[src/shared/regmap_pkg.sv]
package regmap_pkg;

  // Direct-address special-function register decode
  localparam logic [7:0] SFR_BASE              = 8'h80;
  localparam logic [7:0] SFR_STACK_POINTER     = 8'h81;
  localparam logic [7:0] SFR_CIPHER_SUBST      = 8'h86;
  localparam logic [7:0] SFR_TIMER_B_CONTROL   = 8'h91;
  localparam logic [7:0] SFR_TIMER_B_RELOAD_LO = 8'h92;
  localparam logic [7:0] SFR_TIMER_B_RELOAD_HI = 8'h93;
  localparam logic [7:0] SFR_TIMER_B_COUNT_LO  = 8'h94;
  localparam logic [7:0] SFR_TIMER_B_COUNT_HI  = 8'h95;
  localparam logic [7:0] SFR_BIT_READ_DATA     = 8'h99;
  localparam logic [7:0] SFR_CLOCK_TICK_CTRL   = 8'h9C;
  localparam logic [7:0] SFR_PIN_SET           = 8'hB6;
  localparam logic [7:0] SFR_PIN_INT_CONFIG    = 8'hB7;
  localparam logic [7:0] SFR_SYSTEM_GENERATOR  = 8'hBE;
  localparam logic [7:0] SFR_TIMER_A_CONTROL   = 8'hC8;
  localparam logic [7:0] SFR_TIMER_SRC_SELECT  = 8'hC9;
  localparam logic [7:0] SFR_TIMER_A_RELOAD_LO = 8'hCA;
  localparam logic [7:0] SFR_TIMER_A_RELOAD_HI = 8'hCB;
  localparam logic [7:0] SFR_TIMER_A_COUNT_LO  = 8'hCC;
  localparam logic [7:0] SFR_TIMER_A_COUNT_HI  = 8'hCD;
  localparam logic [7:0] SFR_STATUS_WORD       = 8'hD0;
  localparam logic [7:0] SFR_PROTECTION_CTRL   = 8'hDA;
  localparam logic [7:0] SFR_SYSTEM_SETUP      = 8'hEE;
  localparam int         SFR_COUNT             = 21;
  localparam logic [2:0] SFR_BIT_ADDR_NIBBLE   = 3'h0; // low 3 bits of 0x0 / 0x8 rows

  // Extended register region in external data space
  localparam logic [15:0] XR_SLOW_OSC_TRIM   = 16'h4002;
  localparam logic [15:0] XR_FREQ_COUNT      = 16'h4008; // 4-byte slot
  localparam logic [15:0] XR_AMP_TUNING_CAP  = 16'h400C; // 2-byte word
  localparam logic [15:0] XR_AMP_MAX_DRIVE   = 16'h4012;
  localparam logic [15:0] XR_XTAL_OSC_CTRL   = 16'h4016;
  localparam logic [15:0] XR_PIN_TEST        = 16'h4017;
  localparam logic [15:0] XR_OTP_READ_BASE   = 16'h4040;
  localparam int          XR_OTP_BYTES       = 16;
  localparam int          AMP_CAP_FIELD_W    = 9;
  localparam logic [7:0]  RESET_BYTE         = 8'h00;

  // Processor access request as seen by the decoder
  typedef struct packed {
    logic        valid;
    logic        write;
    logic        bit_op;   // single-bit access
    logic [2:0]  bit_sel;
    logic [7:0]  addr;
    logic [7:0]  wdata;
  } sfr_req_s;

  typedef struct packed {
    logic        valid;
    logic        write;
    logic [15:0] addr;
    logic [7:0]  wdata;
  } extended_register_region_req_s;

endpackage : regmap_pkg

[src/rtl/external_data_space_register_region_decode.sv]
`timescale 1ns/1ps
module external_data_space_register_region_decode
  import regmap_pkg::*;
#(
  parameter int FREQ_COUNT_W = 32,
  parameter int OTP_BYTES    = XR_OTP_BYTES
) (
  input  wire logic                   CLK,
  input  wire logic                   RESET,
  input  wire sfr_req_s               SFR_REQ,
  output logic [7:0]                  SFR_RDATA,
  output logic                        SFR_HIT,
  input  wire extended_register_region_req_s              EXTENDED_REGISTER_REGION_REQ,
  output logic [7:0]                  EXTENDED_REGISTER_REGION_RDATA,
  output logic                        EXTENDED_REGISTER_REGION_HIT,
  input  wire logic [FREQ_COUNT_W-1:0] FREQ_COUNT_IN,
  input  wire logic [OTP_BYTES*8-1:0] OTP_DATA_IN,
  output logic [SFR_COUNT*8-1:0]      SFR_VALUES,
  output logic [7:0]                  SLOW_OSC_TRIM,
  output logic [AMP_CAP_FIELD_W-1:0]  AMP_TUNING_CAP,
  output logic [7:0]                  AMP_MAX_DRIVE,
  output logic [7:0]                  XTAL_OSC_CTRL,
  output logic [7:0]                  PIN_TEST
);

  // Wider counts would not fit the four-byte slot
  initial begin
    if (FREQ_COUNT_W < 1 || FREQ_COUNT_W > 32) begin
      $error("FREQ_COUNT_W out of range");
    end
  end

  // The array window is sixteen bytes; more would run into other space
  initial begin
    if (OTP_BYTES < 1 || OTP_BYTES > 16) begin
      $error("OTP_BYTES out of range");
    end
  end

  // The capacitor field must need its upper byte and still fit the word
  initial begin
    if (AMP_CAP_FIELD_W <= 8 || AMP_CAP_FIELD_W > 16) begin
      $error("AMP_CAP_FIELD_W does not fit a word");
    end
  end

  // Slot decodes below use low address bits, so the bases must be aligned
  initial begin
    if (XR_FREQ_COUNT[1:0] != 2'h0) begin
      $error("count slot not on a four-byte boundary");
    end
    if (XR_AMP_TUNING_CAP[0] != 1'b0) begin
      $error("capacitor word not on a two-byte boundary");
    end
    if (XR_OTP_READ_BASE[3:0] != 4'h0) begin
      $error("array base not on a sixteen-byte boundary");
    end
  end

  localparam logic [7:0] SFR_ADDRS [SFR_COUNT] = '{
    SFR_STACK_POINTER, SFR_CIPHER_SUBST, SFR_TIMER_B_CONTROL, SFR_TIMER_B_RELOAD_LO,
    SFR_TIMER_B_RELOAD_HI, SFR_TIMER_B_COUNT_LO, SFR_TIMER_B_COUNT_HI, SFR_BIT_READ_DATA,
    SFR_CLOCK_TICK_CTRL, SFR_PIN_SET, SFR_PIN_INT_CONFIG, SFR_SYSTEM_GENERATOR,
    SFR_TIMER_A_CONTROL, SFR_TIMER_SRC_SELECT, SFR_TIMER_A_RELOAD_LO, SFR_TIMER_A_RELOAD_HI,
    SFR_TIMER_A_COUNT_LO, SFR_TIMER_A_COUNT_HI, SFR_STATUS_WORD, SFR_PROTECTION_CTRL,
    SFR_SYSTEM_SETUP};

  // Every listed register sits in the direct space and no two collide
  initial begin
    for (int i = 0; i < SFR_COUNT; i++) begin
      if (SFR_ADDRS[i] < SFR_BASE) begin
        $error("special register below the direct space");
      end
      for (int j = i + 1; j < SFR_COUNT; j++) begin
        if (SFR_ADDRS[i] == SFR_ADDRS[j]) begin
          $error("two special registers share an address");
        end
      end
    end
  end

  logic [7:0]                 sfr_q [SFR_COUNT];
  logic [SFR_COUNT-1:0]       sfr_sel;
  logic                       sfr_bit_ok;
  logic [7:0]                 sfr_rd_d;
  logic                       sfr_hit_d;
  logic [7:0]                 slow_osc_trim_q;
  logic [AMP_CAP_FIELD_W-1:0] amp_cap_q;
  logic [7:0]                 amp_max_drive_q;
  logic [7:0]                 xtal_osc_ctrl_q;
  logic [7:0]                 pin_test_q;
  logic [31:0]                freq_slot;
  logic [15:0]                amp_cap_word;
  logic [15:0]                otp_offset;
  logic [7:0]                 extended_register_region_rd_d;
  logic                       extended_register_region_hit_d;

  // Direct-address decode, one select per assigned location
  always_comb begin
    for (int i = 0; i < SFR_COUNT; i++) begin
      sfr_sel[i] = SFR_REQ.valid && (SFR_REQ.addr == SFR_ADDRS[i]);
    end
  end

  // Bit accesses only reach registers in the 0x0 / 0x8 columns
  assign sfr_bit_ok = (SFR_REQ.addr[2:0] == SFR_BIT_ADDR_NIBBLE);

  // Special register storage; a refused bit op leaves the byte untouched
  always_ff @(posedge CLK) begin
    if (RESET) begin
      for (int i = 0; i < SFR_COUNT; i++) begin
        sfr_q[i] <= RESET_BYTE;
      end
    end else if (SFR_REQ.valid && SFR_REQ.write) begin
      for (int i = 0; i < SFR_COUNT; i++) begin
        if (sfr_sel[i] && !SFR_REQ.bit_op) begin
          sfr_q[i] <= SFR_REQ.wdata;
        end else if (sfr_sel[i] && sfr_bit_ok) begin
          sfr_q[i][SFR_REQ.bit_sel] <= SFR_REQ.wdata[0];
        end
      end
    end
  end

  logic [7:0] sfr_byte;
  // Byte of the addressed register; reserved locations give zero
  always_comb begin
    sfr_byte = 8'h00;
    for (int i = 0; i < SFR_COUNT; i++) begin
      if (sfr_sel[i]) begin
        sfr_byte = sfr_q[i];
      end
    end
  end

  // A bit access returns its bit in bit 0; an off-column one is refused
  always_comb begin
    sfr_hit_d = (|sfr_sel) && (!SFR_REQ.bit_op || sfr_bit_ok);
    if (!sfr_hit_d) begin
      sfr_rd_d = 8'h00;
    end else if (SFR_REQ.bit_op) begin
      sfr_rd_d = {7'h00, sfr_byte[SFR_REQ.bit_sel]};
    end else begin
      sfr_rd_d = sfr_byte;
    end
  end

  // Registered read byte, one cycle after the access
  always_ff @(posedge CLK) begin
    if (RESET) begin
      SFR_RDATA <= 8'h00;
    end else begin
      SFR_RDATA <= sfr_rd_d;
    end
  end

  // Hit flag alongside it; reserved or refused accesses leave it low
  always_ff @(posedge CLK) begin
    if (RESET) begin
      SFR_HIT <= 1'b0;
    end else begin
      SFR_HIT <= sfr_hit_d;
    end
  end

  // Flatten special registers for the peripherals behind them
  always_comb begin
    for (int i = 0; i < SFR_COUNT; i++) begin
      SFR_VALUES[i*8 +: 8] = sfr_q[i];
    end
  end

  // Big-endian slots: counter zero-extended to 32 bits, LSB at base+3
  assign freq_slot    = 32'(FREQ_COUNT_IN);
  assign amp_cap_word = {{(16-AMP_CAP_FIELD_W){1'b0}}, amp_cap_q};
  assign otp_offset   = EXTENDED_REGISTER_REGION_REQ.addr - XR_OTP_READ_BASE;

  // Extended region strobes, decodes and capacitor halves
  logic                       xr_wr;
  logic                       hit_trim;
  logic                       hit_count;
  logic                       hit_cap_hi;
  logic                       hit_cap_lo;
  logic                       hit_drive;
  logic                       hit_xtal;
  logic                       hit_pin_test;
  logic                       hit_otp;
  logic                       hit_any;
  logic [7:0]                 amp_cap_lo_q;
  logic [AMP_CAP_FIELD_W-9:0] amp_cap_hi_q;
  logic [AMP_CAP_FIELD_W-9:0] cap_hi_wdata;

  // Field in two halves: the upper byte carries only the bits above 7
  assign amp_cap_q = {amp_cap_hi_q, amp_cap_lo_q};

  // Moves only; the direct-address path never reaches this region
  assign xr_wr = EXTENDED_REGISTER_REGION_REQ.valid && EXTENDED_REGISTER_REGION_REQ.write;

  // Byte decode of each mapped location
  assign hit_trim     = (EXTENDED_REGISTER_REGION_REQ.addr == XR_SLOW_OSC_TRIM);
  assign hit_count    = (EXTENDED_REGISTER_REGION_REQ.addr[15:2] == XR_FREQ_COUNT[15:2]);
  assign hit_cap_hi   = (EXTENDED_REGISTER_REGION_REQ.addr == XR_AMP_TUNING_CAP);
  assign hit_cap_lo   = (EXTENDED_REGISTER_REGION_REQ.addr == XR_AMP_TUNING_CAP + 16'h0001);
  assign hit_drive    = (EXTENDED_REGISTER_REGION_REQ.addr == XR_AMP_MAX_DRIVE);
  assign hit_xtal     = (EXTENDED_REGISTER_REGION_REQ.addr == XR_XTAL_OSC_CTRL);
  assign hit_pin_test = (EXTENDED_REGISTER_REGION_REQ.addr == XR_PIN_TEST);
  // Offset test alone would wrap for addresses under the base
  assign hit_otp      = (EXTENDED_REGISTER_REGION_REQ.addr >= XR_OTP_READ_BASE) &&
                        (otp_offset < 16'(OTP_BYTES));
  assign hit_any      = hit_trim | hit_count | hit_cap_hi | hit_cap_lo |
                        hit_drive | hit_xtal | hit_pin_test |
                        hit_otp;

  // Array bytes by per-element select, element zero at the base
  logic [OTP_BYTES-1:0] otp_sel;
  logic [7:0]           otp_byte;
  for (genvar k = 0; k < OTP_BYTES; k++) begin : g_otp_sel
    assign otp_sel[k] = hit_otp && (otp_offset[3:0] == 4'(k));
  end
  always_comb begin
    otp_byte = 8'h00;
    for (int k = 0; k < OTP_BYTES; k++) begin
      if (otp_sel[k]) begin
        otp_byte = OTP_DATA_IN[8*k +: 8];
      end
    end
  end

  // Slow oscillator trim, a full byte
  always_ff @(posedge CLK) begin
    if (RESET) begin
      slow_osc_trim_q <= RESET_BYTE;
    end else if (xr_wr && hit_trim) begin
      slow_osc_trim_q <= EXTENDED_REGISTER_REGION_REQ.wdata;
    end
  end

  // Amplifier maximum drive
  always_ff @(posedge CLK) begin
    if (RESET) begin
      amp_max_drive_q <= RESET_BYTE;
    end else if (xr_wr && hit_drive) begin
      amp_max_drive_q <= EXTENDED_REGISTER_REGION_REQ.wdata;
    end
  end

  // Crystal oscillator control
  always_ff @(posedge CLK) begin
    if (RESET) begin
      xtal_osc_ctrl_q <= RESET_BYTE;
    end else if (xr_wr && hit_xtal) begin
      xtal_osc_ctrl_q <= EXTENDED_REGISTER_REGION_REQ.wdata;
    end
  end

  // Pin test byte; gaps and read-only bytes have no store at all
  always_ff @(posedge CLK) begin
    if (RESET) begin
      pin_test_q <= RESET_BYTE;
    end else if (xr_wr && hit_pin_test) begin
      pin_test_q <= EXTENDED_REGISTER_REGION_REQ.wdata;
    end
  end

  // Capacitor low byte sits at the higher address
  always_ff @(posedge CLK) begin
    if (RESET) begin
      amp_cap_lo_q <= RESET_BYTE;
    end else if (xr_wr && hit_cap_lo) begin
      amp_cap_lo_q <= EXTENDED_REGISTER_REGION_REQ.wdata;
    end
  end

  // Bits 15:9 have no storage, so their part of a write is simply lost
  assign cap_hi_wdata = EXTENDED_REGISTER_REGION_REQ.wdata[AMP_CAP_FIELD_W-9:0];

  // Upper field bits, in the low end of the lower-addressed byte
  always_ff @(posedge CLK) begin
    if (RESET) begin
      amp_cap_hi_q <= '0;
    end else if (xr_wr && hit_cap_hi) begin
      amp_cap_hi_q <= cap_hi_wdata;
    end
  end

  // Read mux; idle cycles and misses read zero with no hit
  always_comb begin
    extended_register_region_rd_d  = 8'h00;
    extended_register_region_hit_d = EXTENDED_REGISTER_REGION_REQ.valid && hit_any;
    if (!EXTENDED_REGISTER_REGION_REQ.valid) begin
      extended_register_region_rd_d = 8'h00;
    end else if (hit_trim) begin
      extended_register_region_rd_d = slow_osc_trim_q;
    end else if (hit_count) begin
      case (EXTENDED_REGISTER_REGION_REQ.addr[1:0])
        2'h0:    extended_register_region_rd_d = freq_slot[31:24];
        2'h1:    extended_register_region_rd_d = freq_slot[23:16];
        2'h2:    extended_register_region_rd_d = freq_slot[15:8];
        default: extended_register_region_rd_d = freq_slot[7:0];
      endcase
    end else if (hit_cap_hi) begin
      extended_register_region_rd_d = amp_cap_word[15:8];
    end else if (hit_cap_lo) begin
      extended_register_region_rd_d = amp_cap_word[7:0];
    end else if (hit_drive) begin
      extended_register_region_rd_d = amp_max_drive_q;
    end else if (hit_xtal) begin
      extended_register_region_rd_d = xtal_osc_ctrl_q;
    end else if (hit_pin_test) begin
      extended_register_region_rd_d = pin_test_q;
    end else if (hit_otp) begin
      extended_register_region_rd_d = otp_byte;
    end
  end

  // Registered read byte, one cycle after the move is presented
  always_ff @(posedge CLK) begin
    if (RESET) begin
      EXTENDED_REGISTER_REGION_RDATA <= 8'h00;
    end else begin
      EXTENDED_REGISTER_REGION_RDATA <= extended_register_region_rd_d;
    end
  end

  // Hit flag alongside it; gaps and idle cycles leave it low
  always_ff @(posedge CLK) begin
    if (RESET) begin
      EXTENDED_REGISTER_REGION_HIT <= 1'b0;
    end else begin
      EXTENDED_REGISTER_REGION_HIT <= extended_register_region_hit_d;
    end
  end

  assign SLOW_OSC_TRIM  = slow_osc_trim_q;
  assign AMP_TUNING_CAP = amp_cap_q;
  assign AMP_MAX_DRIVE  = amp_max_drive_q;
  assign XTAL_OSC_CTRL  = xtal_osc_ctrl_q;
  assign PIN_TEST       = pin_test_q;

endmodule : external_data_space_register_region_decode

[config.mk]
export PLATFORM = sky130hd
export DESIGN_NAME = external_data_space_register_region_decode
export DESIGN_NICKNAME = d
export VERILOG_FILES = /design/src/shared/regmap_pkg.sv /design/src/rtl/external_data_space_register_region_decode.sv
export SDC_FILE = /design/constraint.sdc
export NUM_CORES = 1
export LEC_CHECK = 0
export BUFFER_PORTS_ARGS = -buffer_cell sky130_fd_sc_hd__buf_2
export CORE_MARGIN = 2
export CORE_UTILIZATION = 47
export CTS_CLUSTER_DIAMETER = 200
export DETAILED_ROUTE_END_ITERATION = 12
export PLACE_DENSITY = 0.74
export REMOVE_ABC_BUFFERS = 1
export SLEW_MARGIN = 20
export SYNTH_ARGS = -nofsm -noshare
export SYNTH_HDL_FRONTEND = slang
export SYNTH_SLANG_ARGS = --single-unit
[constraint.sdc]
create_clock -name CLK -period 6.4 [get_ports CLK]
set_clock_uncertainty 0.2 [all_clocks]
set_input_delay 0 -clock CLK [delete_from_list [all_inputs] [get_ports CLK]]
set_output_delay 0 -clock CLK [all_outputs]
set_load 0.005 [all_outputs]
## Word level (Yosys, flattened, before mapping)

Memories as Yosys holds them, arrays and structs flattened.
Index checks and enable logic that the tools add are counted.

- Bits in registers: 59
- Bits in writable memories: 168
- Input bits: 210
- Output and inout port bits: 227
- Logic and storage cells: 791
- Memories: 1

Memory list:

| memory | depth | width | rd ports | clocked after Yosys merged registers in | wr ports | line | text |
|---|---|---|---|---|---|---|---|
| sfr_q | 21 | 8 | 21 | 0 | 21 | external_data_space_register_region_decode.sv:82 | `logic [7:0] sfr_q [SFR_COUNT];` |

- Add/subtract/negate cells: 1
- Magnitude comparators: 4
- Equal/unequal tests: 45
- Multiplexer cells: 431
- Bitwise gates (word level): 198
- Reduce and logical (&&, ||, !) cells: 100

Operator list:

| kind | number |
|---|---|
| $mux W8 | 87 |
| $mux W1 | 341 |
| $or A1 B1 Y1 | 196 |
| $eq A8 B8 Y1 const B | 21 |
| $eq A16 B15 Y1 const B | 6 |
| $logic_and A1 B1 Y1 | 91 |
| $eq A4 B4 Y1 const B | 8 |
| $pmux W8 S3 | 1 |
| $reduce_or A21 Y1 | 1 |
| $eq A4 B3 Y1 const B | 4 |
| $ge A16 B15 Y1 const B | 1 |
| $lt A16 B5 Y1 const B | 1 |
| $sub A16 B15 Y16 const B | 1 |
| $eq A14 B13 Y1 const B | 1 |
| $eq A4 B2 Y1 const B | 2 |
| $eq A4 B1 Y1 const B | 1 |
| $logic_not A4 Y1 | 1 |
| $lt A3 B4 Y1 const B | 1 |
| $reduce_or A2 Y1 | 2 |
| $bmux W1 S3 | 1 |
| $demux W1 S3 | 1 |
| $ge A3 B1 Y1 const B | 1 |
| $logic_not A3 Y1 | 1 |
| $reduce_or A3 Y1 | 1 |
| other kinds (6) | 7 |

## Logic depth before layout (Yosys ltp)

Gate-level depths: netlist of run 1.

- Depth after elaboration: 28
- Mapped depth: 12
- Depth with buffers taken out: 9

## Worst setup path before layout of run 1

OpenSTA, ideal clock, no wires.

- Path type: input to register
- From: in EXTENDED_REGISTER_REGION_REQ[17] (netlist name)
- To: reg EXTENDED_REGISTER_REGION_RDATA[6]
- Library setup time: 0.088 ns
- Arrival time: 2.165 ns
- Required time: 6.112 ns
- Slack: 3.947 ns
- Stages: 9
- Path buffers: 1
- Path through: or4_4 -> or4_4 -> buf_6 -> nor3_2 -> a22oi_1 -> a221oi_2 -> o22ai_1 -> a21o_1 -> a311oi_2

- Cells in the longest elaborated chain, start to end: 28
- Elaborated cells on any way between the ends: 51
- Classes of those cells: add/sub: 1; order compare: 2; eq/ne: 7; mux: 24; reduce/logical: 17

RTL lines:

| what | line | text |
|---|---|---|
| start: declaration | external_data_space_register_region_decode.sv:13 | `input wire extended_register_region_req_s EXTENDED_REGISTER_REGION_REQ,` |
| $sub A16 B15 Y16 | external_data_space_register_region_decode.sv:176 | `assign otp_offset = EXTENDED_REGISTER_REGION_REQ.addr - XR_OTP_READ_BASE;` |
| $lt A16 B5 Y1 | external_data_space_register_region_decode.sv:209 | `(otp_offset < 16'(OTP_BYTES));` |
| $logic_and A1 B1 Y1 | external_data_space_register_region_decode.sv:208 | `assign hit_otp = (EXTENDED_REGISTER_REGION_REQ.addr >= XR_OTP_READ_BASE) &&` |
| $logic_and A1 B1 Y1 | external_data_space_register_region_decode.sv:218 | `assign otp_sel[k] = hit_otp && (otp_offset[3:0] == 4'(k));` |
| $mux W8 (16 in series) | external_data_space_register_region_decode.sv:223 | `if (otp_sel[k]) begin` |
| $mux W8 | external_data_space_register_region_decode.sv:311 | `end else if (hit_otp) begin` |
| $mux W8 | external_data_space_register_region_decode.sv:309 | `end else if (hit_pin_test) begin` |
| $mux W8 | external_data_space_register_region_decode.sv:307 | `end else if (hit_xtal) begin` |
| $mux W8 | external_data_space_register_region_decode.sv:305 | `end else if (hit_drive) begin` |
| $mux W8 | external_data_space_register_region_decode.sv:303 | `end else if (hit_cap_lo) begin` |
| $mux W8 | external_data_space_register_region_decode.sv:301 | `end else if (hit_cap_hi) begin` |
| $mux W8 | external_data_space_register_region_decode.sv:294 | `end else if (hit_count) begin` |
| $mux W8 * | external_data_space_register_region_decode.sv:292 | `end else if (hit_trim) begin` |
| end signal: assignment | external_data_space_register_region_decode.sv:321 | `EXTENDED_REGISTER_REGION_RDATA <= extended_register_region_rd_d;` |
| end: declaration | external_data_space_register_region_decode.sv:14 | `output logic [7:0] EXTENDED_REGISTER_REGION_RDATA,` |

Every way passes the cells marked *; elsewhere a longest branch is shown, timed or not.
A chain may end at the register's enable or synchronous reset.

## Worst setup path after layout of run 1

- From: in EXTENDED_REGISTER_REGION_REQ[19] (netlist name)
- To: reg EXTENDED_REGISTER_REGION_RDATA[0]

The elaborated chain is that of the path after synthesis.

==> impl_metrics.env, run 1 <==
export IMPL_cp_data_arrival_time_ps=4970
export IMPL_gp_routability_congestion=1.07
export IMPL_die_outline_area_um2=31200
export IMPL_async_flop_share_pct=0
export IMPL_cts_max_path_buffers=3
export IMPL_cts_inserted_buffers=26
export IMPL_cts_root_buf="sky130_fd_sc_hd__clkbuf_16"
export IMPL_synth_yosys_warnings=0
export IMPL_power_share_sequential_pct=45.3
export IMPL_detailroute_via_count=14358
export IMPL_cts_htree_levels=1
export IMPL_clock_power_share_pct=42.5
export IMPL_result_of_the_run="completed"
export IMPL_vias_in_the_first_global_route=13862
export IMPL_comb_power_share_pct=12.2
export IMPL_power_switching_share_pct=25.3
export IMPL_yosysSeqAreaShare_pct=44.5
export IMPL_die_h_um=177
export IMPL_post_cts_setup_buffer_count=0
export IMPL_tritoncts="done"
export IMPL_std_cell_rows=63
export IMPL_achievable_frequency_ghz=0.212
export IMPL_route_detailed_vias_per_inst=6.20
export IMPL_final_setup_worst_slack_ps=1680
export IMPL_detail_route_iter0_violations=1568
export IMPL_cp_data_required_time_ps=6650
export IMPL_worst_slew_pin_slew_ps=1060
export IMPL_drt_pass1_iterations=6
export IMPL_detailedPlacementHpwl_um=42200
export IMPL_placed_cells_incl_taps=2217
export IMPL_nNetsFinal=2118
export IMPL_drive_above_1_share_pct=35.3
export IMPL_critical_path_n_buffers_inverters=7
export IMPL_remaining_drc_errors=0
export IMPL_final_setup_tns_ps=0
export IMPL_start_util_pct=47.5
export IMPL_fillers=2594
export IMPL_ant_nets=0
export IMPL_hold_path_class="input port to flop"
export IMPL_timing_max_cap_violations=0
export IMPL_later_pin_clock_latency_in_the_skew_report_ps=550
export IMPL_io_pins=437
export IMPL_grt_max_degree=86
export IMPL_vdd_ir_drop_max_v=0.000177
export IMPL_grt_remaining_overflow=0
export IMPL_first_pass_grt_wire_length_um=84200
export IMPL_synthDominantCellAreaShare_pct=36.1
export IMPL_power_report_internal_total_w=0.00280
export IMPL_worst_path_dominant_cell_family="buffers and inverters"
export IMPL_count_of_unique_library_cells_instantiated_by_yosys=84
export IMPL_cp_slowest_stage_delay_ps=580
export IMPL_finalCritPeriodShare_pct=73.7
export IMPL_io_buffer_count=436
export IMPL_core_box_area_um2=29500
export IMPL_power_density_nw_per_um2=211
export IMPL_setup_violations_final=0
export IMPL_avgSynthCellArea_um2=9.28
export IMPL_rsz0062_at_grt="no"
export IMPL_synthFlopType="sky130_fd_sc_hd__edfxtp_1"
export IMPL_worstPathCellList="dlygate4sd3_1 > buf_2 > or2_2 > dlygate4sd3_1 > nor4_2 > dlygate4sd3_1 > buf_4 > nand2_1 > nor2_1 > a22oi_1 > nand3_1 > dlygate4sd3_1 > a21oi_1 > dlygate4sd3_1 > nor3_1"
export IMPL_final_max_slew_violation_count=0
export IMPL_cp_end_kind="flop"
export IMPL_ys_ff_latch=227
export IMPL_synth_top_cell_by_area="sky130_fd_sc_hd__edfxtp_1"
export IMPL_flow_area_growth_from_synthesis_pct=26.7
export IMPL_grt_usage_pct=35.7
export IMPL_clk_pin_slew_ps=60
export IMPL_worst_setup_sp_type="input port"
export IMPL_clock_sinks=227
export IMPL_cell_with_the_most_instances_on_the_worst_path="sky130_fd_sc_hd__dlygate4sd3_1"
export IMPL_finalCriticalPeriod_ps=4720
export IMPL_synth_top_cells_by_area="sky130_fd_sc_hd__edfxtp_1 (36%), sky130_fd_sc_hd__dfxtp_1 (8.4%), sky130_fd_sc_hd__and2_1 (6.3%)"
export IMPL_grt_antenna_before_repair=1
export IMPL_cpMaxStageDelayCell="sky130_fd_sc_hd__dlygate4sd3_1"
export IMPL_routed_wire_length_per_instance_um=24.7
export IMPL_synthesis_instances=1508
export IMPL_p_sw_w=0.000947
export IMPL_post_synth_instance_area_um2=14000
export IMPL_die_w_um=177
export IMPL_critical_path_peak_fanout=11
export IMPL_finalHoldViolations=0
export IMPL_final_util_pct=60.1
export IMPL_preCtsSetupSlack_ps=2970
export IMPL_timing_worst_setup_path_type="input port to flop"
export IMPL_worst_slew_margin_rel_pct=29.1
export IMPL_post_layout_nonfiller_instances=2317
export IMPL_synth_enable_flop_cells=168
export IMPL_p_leak_nw=7.16
export IMPL_total_wire_length_after_detailed_routing_um=57100
==> synth_stat cells (all sizes together) (32+ instances only) <==
| cell | number |
|---|---|
| nor2 | 118 |
| o21ai | 110 |
| and2 | 141 |
| nand2 | 114 |
| a21oi | 80 |
| nor3 | 32 |
| or2 | 133 |
| mux2i | 32 |
| edfxtp | 168 |
| nand3 | 32 |
| dfxtp | 59 |
| clkbuf | 110 |
==> routing by layer <==
metal	vias to the layer above	track usage [%]	wire (um)
li1	6308	-	-
met1	6801	43.7	20500
met2	1054	61.3	27500
met3	195	5.38	5820
met4	0	18.2	3250
met5	-	0	0
==> final cells by class <==
cell class / count / area (um^2) / share of cell area [%]
multi-input combinational: 1137 / 7250 / 40.9
sequential: 227 / 6230 / 35.1
antenna: 1 / 2.50 / 0.0141
timing repair buffer: 502 / 2810 / 15.9
inverter: 14 / 52.6 / 0.296
clock inverter: 16 / 226 / 1.28
clock buffer: 30 / 676 / 3.81
tap: 390 / 488 / 2.75
==> stage by stage <==
step / cell area [um^2] / total power, W / hold WS (ps)
2_1_floorplan: 13500 / 0.00187 / -131
3_3_place_gp: 16300 / 0.00215 / 94.6
3_5_place_dp: 16300 / 0.00216 / 86.7
4_1_cts: 17700 / 0.00374 / 2.66
5_1_grt: 17700 / 0.00384 / 36.5
6_report: 17700 / 0.00375 / 25.4
==> worst reg2reg max path, cell delays in order (launching register included) <==
cell and delay (ps):
sky130_fd_sc_hd__edfxtp_1 410, sky130_fd_sc_hd__or3b_2 470, sky130_fd_sc_hd__a21oi_1 240, sky130_fd_sc_hd__a221oi_1 110, sky130_fd_sc_hd__o21ai_0 200, sky130_fd_sc_hd__a31oi_1 180, sky130_fd_sc_hd__o21ai_0 200, sky130_fd_sc_hd__o2111ai_1 140
sky130_fd_sc_hd__nor3_1 150, sky130_fd_sc_hd__o21ai_1 100, sky130_fd_sc_hd__dlygate4sd3_1 570
==> state kept, by name (all words and copies together), names as in the netlist <==
register,cells
AMP_MAX_DRIVE,8
EXTENDED_REGISTER_REGION_HIT,1
EXTENDED_REGISTER_REGION_RDATA,8
PIN_TEST,8
SFR_HIT,1
SFR_RDATA,8
SLOW_OSC_TRIM,8
XTAL_OSC_CTRL,8
amp_cap_hi_q,1
amp_cap_lo_q,8
sfr_q,168
==> power groups by stage <==
stage          Clock (W)  Combinational (W)  Sequential [W]
4_1_cts          0.00160           0.000449         0.00170
5_1_grt          0.00165           0.000488         0.00170
6_report         0.00159           0.000458         0.00170
2_1_floorplan          0           0.000163         0.00170
3_3_place_gp           0           0.000424         0.00173
3_5_place_dp           0           0.000429         0.00173
==> path summary, 6_finish.rpt <==
kind         cells after the start                              from  slack (ps)                                end
max                             15  EXTENDED_REGISTER_REGION_REQ[19]        1680  EXTENDED_REGISTER_REGION_RDATA[0]
min                              4                  FREQ_COUNT_IN[6]          30  EXTENDED_REGISTER_REGION_RDATA[6]
max reg2reg                     10                      sfr_q[0][57]        3330                       SFR_RDATA[0]
min reg2reg                      2                  AMP_MAX_DRIVE[2]         300                   AMP_MAX_DRIVE[2]
==> cell usage in the layout, fill, tap and decap left out, drive strengths merged, types with 30 or more instances in the layout <==
cell type / instances
o21ai: 110
buf: 449
or2: 133
a21oi: 80
nand3: 32
nand2: 114
and2: 141
mux2i: 32
edfxtp: 168
clkbuf: 30
dfxtp: 59
nor3: 32
nor2: 118
dlygate4sd3: 53
==> repair_timing <==
action / in CTS / in global routing
hold buffers: 53 / 0
hold endpoints to repair: 262 / 0
resized for setup: 0 / 0
==> logic make-up (layout without fill, tap and decap cells) <==
logic type | count (synthesis) | count (layout) | synth area share [%]
simple gates | 689 | 689 | 27.4
compound gates | 390 | 390 | 18.2
flops | 227 | 227 | 44.5
buf+inv | 144 | 562 | 4.03
mux | 57 | 57 | 5.83
xor+xnor | 1 | 1 | 0.0626
other cells | 0 | 1 | 0
Note: power is estimated with default switching activity, not from simulation.
==> inputs of run 2 (changes only) <==
- clock period: 6.4 -> 4.7 ns (I/O delays scaled with it)
==> run 2 against run 1 <==
Compared with the run above: critical path depth did not move; routed wire length rose by 1.1%; critical path type unchanged; worst hold slack improved by 25 ps; highest routed layer unchanged; largest cell class unchanged; power rose by 29%; non-clock buffer count rose by 7; via count fell by 0.79%; clock power rose by 19%.
==> impl_metrics.env, run 2 (synthesis results as in run 1) <==
export IMPL_result_of_the_run="completed"
export IMPL_grt_max_degree=84
export IMPL_final_util_pct=59.8
export IMPL_p_sw_w=0.00123
export IMPL_finalCriticalPeriod_ps=4390
export IMPL_cts_inserted_buffers=25
export IMPL_register_with_the_most_flip_flops="sfr_q"
export IMPL_setup_violations_final=0
export IMPL_std_cell_rows=63
export IMPL_tritoncts="done"
export IMPL_finalCritPeriodShare_pct=93.4
export IMPL_comb_power_share_pct=12.8
export IMPL_achievable_frequency_ghz=0.228
export IMPL_p_leak_nw=7.13
export IMPL_die_h_um=177
export IMPL_cp_data_required_time_ps=4970
export IMPL_rsz0062_at_grt="no"
export IMPL_ant_nets=0
export IMPL_cts_root_buf="sky130_fd_sc_hd__clkbuf_16"
export IMPL_power_total_w=0.00484
export IMPL_finalHoldViolations=0
export IMPL_largest_register_ff_count=168
export IMPL_vdd_ir_drop_max_v=0.000214
export IMPL_power_report_internal_total_w=0.00361
export IMPL_clock_power_share_pct=39.3
export IMPL_critical_path_peak_fanout=11
export IMPL_post_cts_setup_buffer_count=0
export IMPL_final_setup_tns_ps=0
export IMPL_io_pins=437
export IMPL_gp_routability_congestion=1.06
export IMPL_grt_antenna_before_repair=0
export IMPL_grt_remaining_overflow=0
export IMPL_die_w_um=177
export IMPL_detail_route_iter0_violations=1503
export IMPL_cp_data_arrival_time_ps=4660
export IMPL_start_util_pct=47.5
export IMPL_later_pin_clock_latency_in_the_skew_report_ps=530
export IMPL_core_box_area_um2=29500
export IMPL_nNetsFinal=2124
export IMPL_power_share_sequential_pct=47.9
export IMPL_first_pass_grt_wire_length_um=83900
export IMPL_drt_pass1_iterations=6
export IMPL_clk_pin_slew_ps=70
export IMPL_worst_slew_margin_rel_pct=32.1
export IMPL_remaining_drc_errors=0
export IMPL_power_density_nw_per_um2=274
export IMPL_vias_in_the_first_global_route=13489
export IMPL_hold_path_class="input port to flop"
export IMPL_total_wire_length_after_detailed_routing_um=57800
export IMPL_drive_above_1_share_pct=35.0
export IMPL_detailedPlacementHpwl_um=43300
export IMPL_clock_sinks=227
export IMPL_route_detailed_vias_per_inst=6.13
export IMPL_grt_usage_pct=36.0
export IMPL_cts_hold_fix_buffers=54
export IMPL_cts_max_path_buffers=3
export IMPL_timing_max_cap_violations=0
export IMPL_final_max_slew_violation_count=0
export IMPL_power_switching_share_pct=25.4
export IMPL_layout_cells_most_common_list="sky130_fd_sc_hd__buf_2 (435), sky130_fd_sc_hd__edfxtp_1 (168), sky130_fd_sc_hd__and2_1 (140), sky130_fd_sc_hd__or2_2 (133), sky130_fd_sc_hd__nor2_1 (114)"
export IMPL_cts_htree_levels=1
export IMPL_timing_worst_setup_path_type="input port to flop"
export IMPL_flow_area_growth_from_synthesis_pct=26.1
export IMPL_worst_setup_sp_type="input port"
export IMPL_die_outline_area_um2=31200
export IMPL_routed_wire_length_per_instance_um=24.9
export IMPL_io_buffer_count=436
export IMPL_cts_resized_gates=0
export IMPL_detailroute_via_count=14244
export IMPL_layout_cells_most_common="sky130_fd_sc_hd__buf_2"
export IMPL_worst_slew_pin_slew_ps=1020
export IMPL_cp_end_kind="flop"
## run 2: cell count changes in the layout (fill, tap and decap cells not counted), sizes merged
| cell | change |
|---|---|
| buf | +6 |
| bufinv | -3 |
| clkbuf | +5 |
| clkinv | -5 |
| clkinvlp | +1 |
| diode | +1 |
| dlygate4sd3 | +1 |
## run 2: cell type report
cell class | count | area (um^2)
fillers | 2658 | 11800
multi-input cells | 1137 | 7230
flip-flops and latches | 227 | 6230
repair buffers | 509 | 2870
clock buffers | 35 | 673
well taps | 390 | 488
clock inverters | 9 | 101
inverters | 14 | 52.6
diodes | 2 | 5.00
## run 2: routing by layer
layer / vias up / GRT usage [%] / wire [um]
li1: 6327 / - / -
met1: 6754 / 43.7 / 20900
met2: 976 / 61.7 / 28100
met3: 187 / 6.37 / 5470
met4: 0 / 17.7 / 3210
met5: - / 0 / 0
## run 2: final timing paths
check | start | to | slack [ps] | cells after the start
max | EXTENDED_REGISTER_REGION_REQ[12] | EXTENDED_REGISTER_REGION_RDATA[0] | 310 | 15
min | FREQ_COUNT_IN[31] | EXTENDED_REGISTER_REGION_RDATA[7] | 50 | 4
max reg2reg | sfr_q[0][57] | SFR_RDATA[0] | 1550 | 10
min reg2reg | AMP_MAX_DRIVE[4] | AMP_MAX_DRIVE[4] | 300 | 2
## run 2: power groups by stage
stage | clock network [W] | registers, W | logic (W)
floorplan | 0 | 0.00232 | 0.000222
global placement | 0 | 0.00235 | 0.000582
detailed placement | 0 | 0.00235 | 0.000586
CTS | 0.00192 | 0.00231 | 0.000611
global route | 0.00201 | 0.00232 | 0.000662
finish | 0.00190 | 0.00232 | 0.000621
## run 2: worst max-delay path, cell delays in order
cell and delay [ps]:
sky130_fd_sc_hd__dlygate4sd3_1 570, sky130_fd_sc_hd__buf_2 160, sky130_fd_sc_hd__nand2b_1 160, sky130_fd_sc_hd__nor4_2 140, sky130_fd_sc_hd__buf_4 230, sky130_fd_sc_hd__nand2_1 100, sky130_fd_sc_hd__nor2_1 520, sky130_fd_sc_hd__a22oi_1 190
sky130_fd_sc_hd__dlygate4sd3_1 600, sky130_fd_sc_hd__nand3_1 100, sky130_fd_sc_hd__dlygate4sd3_1 560, sky130_fd_sc_hd__a21oi_1 60, sky130_fd_sc_hd__dlygate4sd3_1 560, sky130_fd_sc_hd__nor3_1 150, sky130_fd_sc_hd__dlygate4sd3_1 570
## run 2: metrics by stage
stage / cell area, um^2 / instances / worst slack [ps] / hold slack (ps)
after global placement: 16300 / 2223 / 1240 / 98.0
after detailed placement: 16300 / 2223 / 1440 / 81.9
final: 17600 / 2323 / 310 / 50.7
after floorplan: 13500 / 1378 / 1890 / -131
after global routing: 17600 / 2321 / 173 / 74.3
after CTS: 17600 / 2321 / 394 / 17.8
==> inputs of run 3 (changes only) <==
- CTS_BUF_LIST: default -> sky130_fd_sc_hd__clkbuf_8
- GPL_TIMING_DRIVEN: default -> 0
==> run 3 against run 2 <==
Compared with the run above: routed wire length is 3.5% lower; first-iteration DRC count is 3.1% higher; sequential power hardly changed; register-to-register slack worse by 100 ps; non-clock buffer count is 11 lower; combinational power is 0.8% higher; sequential cell count stayed put; worst hold slack worse by 23 ps; power is 1.8% lower; clock power is 4% lower; fmax is 2.5% lower; critical path type unchanged; critical endpoint is now EXTENDED_REGISTER_REGION_RDATA[2]; largest cell class unchanged.
==> impl_metrics.env, run 3 (synthesis results as in run 1) <==
export IMPL_finish_instance_area_um2=17700
export IMPL_grt_max_degree=130
export IMPL_ant_nets=0
export IMPL_post_cts_setup_buffer_count=0
export IMPL_die_w_um=177
export IMPL_flow_area_growth_from_synthesis_pct=26.2
export IMPL_register_with_the_most_flip_flops="sfr_q"
export IMPL_cell_with_the_most_instances_on_the_worst_path="sky130_fd_sc_hd__dlygate4sd3_1"
export IMPL_reg2reg_from="sfr_q[0][7]"
export IMPL_critical_path_n_buffers_inverters=6
export IMPL_worst_slew_margin_rel_pct=28.8
export IMPL_finalCriticalPeriod_ps=4500
export IMPL_routed_wire_length_per_instance_um=23.8
export IMPL_drive_above_1_share_pct=35.1
export IMPL_worst_setup_sp_type="input port"
export IMPL_std_cell_rows=63
export IMPL_total_wire_length_after_detailed_routing_um=55700
export IMPL_tritoncts="done"
export IMPL_clock_power_share_pct=38.3
export IMPL_cp_slowest_stage_delay_ps=610
export IMPL_largest_register_ff_count=168
export IMPL_result_of_the_run="completed"
export IMPL_io_buffer_count=436
export IMPL_cts_inserted_buffers=41
export IMPL_finalCritPeriodShare_pct=95.8
export IMPL_worst_slew_pin_slew_ps=1060
export IMPL_power_share_sequential_pct=48.5
export IMPL_detailedPlacementHpwl_um=40600
export IMPL_achievable_frequency_ghz=0.222
export IMPL_vias_in_the_first_global_route=13589
export IMPL_placedInstanceArea_um2=16200
export IMPL_p_sw_w=0.00127
export IMPL_worst_path_dominant_cell_family="buffers and inverters"
export IMPL_later_pin_clock_latency_in_the_skew_report_ps=550
export IMPL_regArea_um2=6230
export IMPL_timing_max_cap_violations=0
export IMPL_final_setup_tns_ps=0
export IMPL_cts_max_path_buffers=3
export IMPL_final_max_slew_violation_count=0
export IMPL_cts_root_buf="sky130_fd_sc_hd__clkbuf_8"
export IMPL_core_box_area_um2=29500
export IMPL_finalHoldViolations=0
export IMPL_clock_sinks=227
export IMPL_timing_worst_setup_path_type="input port to flop"
export IMPL_cpMaxStageDelayCell="sky130_fd_sc_hd__dlygate4sd3_1"
export IMPL_detail_route_iter0_violations=1549
export IMPL_preCtsSetupSlack_ps=846
export IMPL_critical_path_peak_fanout=7
export IMPL_antenna_diode_count=0
export IMPL_p_leak_nw=7.18
export IMPL_hold_worst_path_end="EXTENDED_REGISTER_REGION_RDATA[7]"
export IMPL_start_util_pct=47.5
export IMPL_power_switching_share_pct=26.7
export IMPL_clk_pin_slew_ps=60
export IMPL_multiInputGateArea_um2=7270
export IMPL_die_outline_area_um2=31200
export IMPL_power_density_nw_per_um2=269
export IMPL_cp_end_kind="flop"
export IMPL_power_report_internal_total_w=0.00349
export IMPL_cp_data_arrival_time_ps=4800
export IMPL_grt_antenna_before_repair=1
export IMPL_vdd_ir_drop_max_v=0.000233
export IMPL_layout_cells_most_common="sky130_fd_sc_hd__buf_2"
export IMPL_grt_remaining_overflow=0
export IMPL_die_h_um=177
export IMPL_first_pass_grt_wire_length_um=81200
export IMPL_worstPathCellList="dlygate4sd3_1 > buf_2 > or4_4 > dlygate4sd3_1 > nor4_2 > nand2_1 > nor2_4 > a222oi_1 > dlygate4sd3_1 > nor3b_1 > dlygate4sd3_1 > o32ai_1 > dlygate4sd3_1"
export IMPL_remaining_drc_errors=0
export IMPL_drt_pass1_iterations=7
export IMPL_reg2regPathDepth=10
export IMPL_comb_power_share_pct=13.2
export IMPL_gp_routability_congestion=0.961
export IMPL_post_layout_nonfiller_instances=2339
export IMPL_grt_usage_pct=34.6
export IMPL_route_detailed_vias_per_inst=6.12
export IMPL_setup_violations_final=0
export IMPL_layout_cells_most_common_list="sky130_fd_sc_hd__buf_2 (434), sky130_fd_sc_hd__edfxtp_1 (168), sky130_fd_sc_hd__and2_1 (140), sky130_fd_sc_hd__or2_2 (133), sky130_fd_sc_hd__nand2_1 (113)"
export IMPL_worstHoldPathCells=4
export IMPL_hold_path_startpoint="FREQ_COUNT_IN[7]"
export IMPL_crit_reg2reg_capture="SFR_RDATA[0]"
export IMPL_placed_cells_incl_taps=2207
export IMPL_cp_data_required_time_ps=4990
export IMPL_final_setup_worst_slack_ps=197
export IMPL_cts_htree_levels=2
export IMPL_nNetsFinal=2129
export IMPL_rsz0062_at_grt="no"
export IMPL_io_pins=437
export IMPL_hold_path_class="input port to flop"
export IMPL_fillers=2598
export IMPL_detailroute_via_count=14306
export IMPL_minimum_setup_slack_among_reg_to_reg_paths_ps=1450
-- run 3: cell types whose count changed in the layout (fill, tap and decap cells not counted), moves of 3 or more --
cell / delta
sky130_fd_sc_hd__nor3_1: -4
sky130_fd_sc_hd__clkbuf_1: -9
sky130_fd_sc_hd__buf_4: -17
sky130_fd_sc_hd__clkbuf_8: +43
sky130_fd_sc_hd__clkbuf_16: -25
sky130_fd_sc_hd__nor3_2: +3
sky130_fd_sc_hd__dlygate4sd3_1: +4
sky130_fd_sc_hd__clkinv_1: +5
sky130_fd_sc_hd__inv_1: +15
-- run 3: area by class of cell --
| cell class | count | area share [%] |
|---|---|---|
| Clock buffer | 44 | 3.43 |
| Clock inverter | 29 | 1.02 |
| Inverter | 14 | 0.298 |
| Multi-Input combinational cell | 1137 | 41.2 |
| Sequential cell | 227 | 35.3 |
| Tap cell | 390 | 2.76 |
| Timing Repair Buffer | 498 | 16.0 |
-- run 3: worst reg2reg max path, stage by stage, from the launching register on --
cell	delay (ps)
sky130_fd_sc_hd__edfxtp_1	340
sky130_fd_sc_hd__nor4bb_1	540
sky130_fd_sc_hd__o211ai_1	180
sky130_fd_sc_hd__o2bb2ai_1	180
sky130_fd_sc_hd__a221o_1	360
sky130_fd_sc_hd__a31oi_1	180
sky130_fd_sc_hd__o21ai_0	210
sky130_fd_sc_hd__o21ai_0	210
sky130_fd_sc_hd__nor3_1	70
sky130_fd_sc_hd__o21ai_1	160
sky130_fd_sc_hd__dlygate4sd3_1	570
-- run 3: how the worst max path moves through the flow --
stage	start	to	slack [ps]	depth (start not counted)
2_1_floorplan	EXTENDED_REGISTER_REGION_REQ[17]	EXTENDED_REGISTER_REGION_RDATA[6]	1890	9
3_3_place_gp	RESET	sfr_q[1][33]	410	5
3_5_place_dp	SFR_REQ[21]	sfr_q[0][10]	850	5
4_1_cts	EXTENDED_REGISTER_REGION_REQ[15]	EXTENDED_REGISTER_REGION_RDATA[2]	140	13
5_1_grt	EXTENDED_REGISTER_REGION_REQ[15]	EXTENDED_REGISTER_REGION_RDATA[2]	40	13
6_report	EXTENDED_REGISTER_REGION_REQ[15]	EXTENDED_REGISTER_REGION_RDATA[2]	200	13
-- run 3: layer usage --
layer / routed length (um) / GRT usage (%) / vias to the layer above
li1: - / - / 6340
met1: 20000 / 41.5 / 6796
met2: 27100 / 59.2 / 978
met3: 5170 / 5.10 / 192
met4: 3540 / 19.7 / 0
met5: 0 / 0 / -
-- run 3: power groups by stage --
stage | Clock (W) | Sequential [W] | Combinational, W
after floorplan | 0 | 0.00232 | 0.000222
final | 0.00182 | 0.00231 | 0.000626
after CTS | 0.00183 | 0.00230 | 0.000612
after global placement | 0 | 0.00234 | 0.000578
after global routing | 0.00191 | 0.00231 | 0.000668
after detailed placement | 0 | 0.00234 | 0.000583
-- run 3: through the flow --
stage | hold slack (ps) | total power, W | util [%]
after floorplan | -131 | 0.00254 | -
after global placement | 87.0 | 0.00292 | 54.8
after detailed placement | 91.0 | 0.00293 | 55.1
after CTS | 12.6 | 0.00474 | 59.7
after global routing | 76.3 | 0.00489 | 59.9
final | 27.8 | 0.00475 | 59.9
-- run 3: repair_timing --
item / in CTS / in global routing
gates resized for setup: 0 / 4
endpoints found under the setup margin: 0 / 1
hold buffers: 58 / 0
hold endpoints to repair: 308 / 0
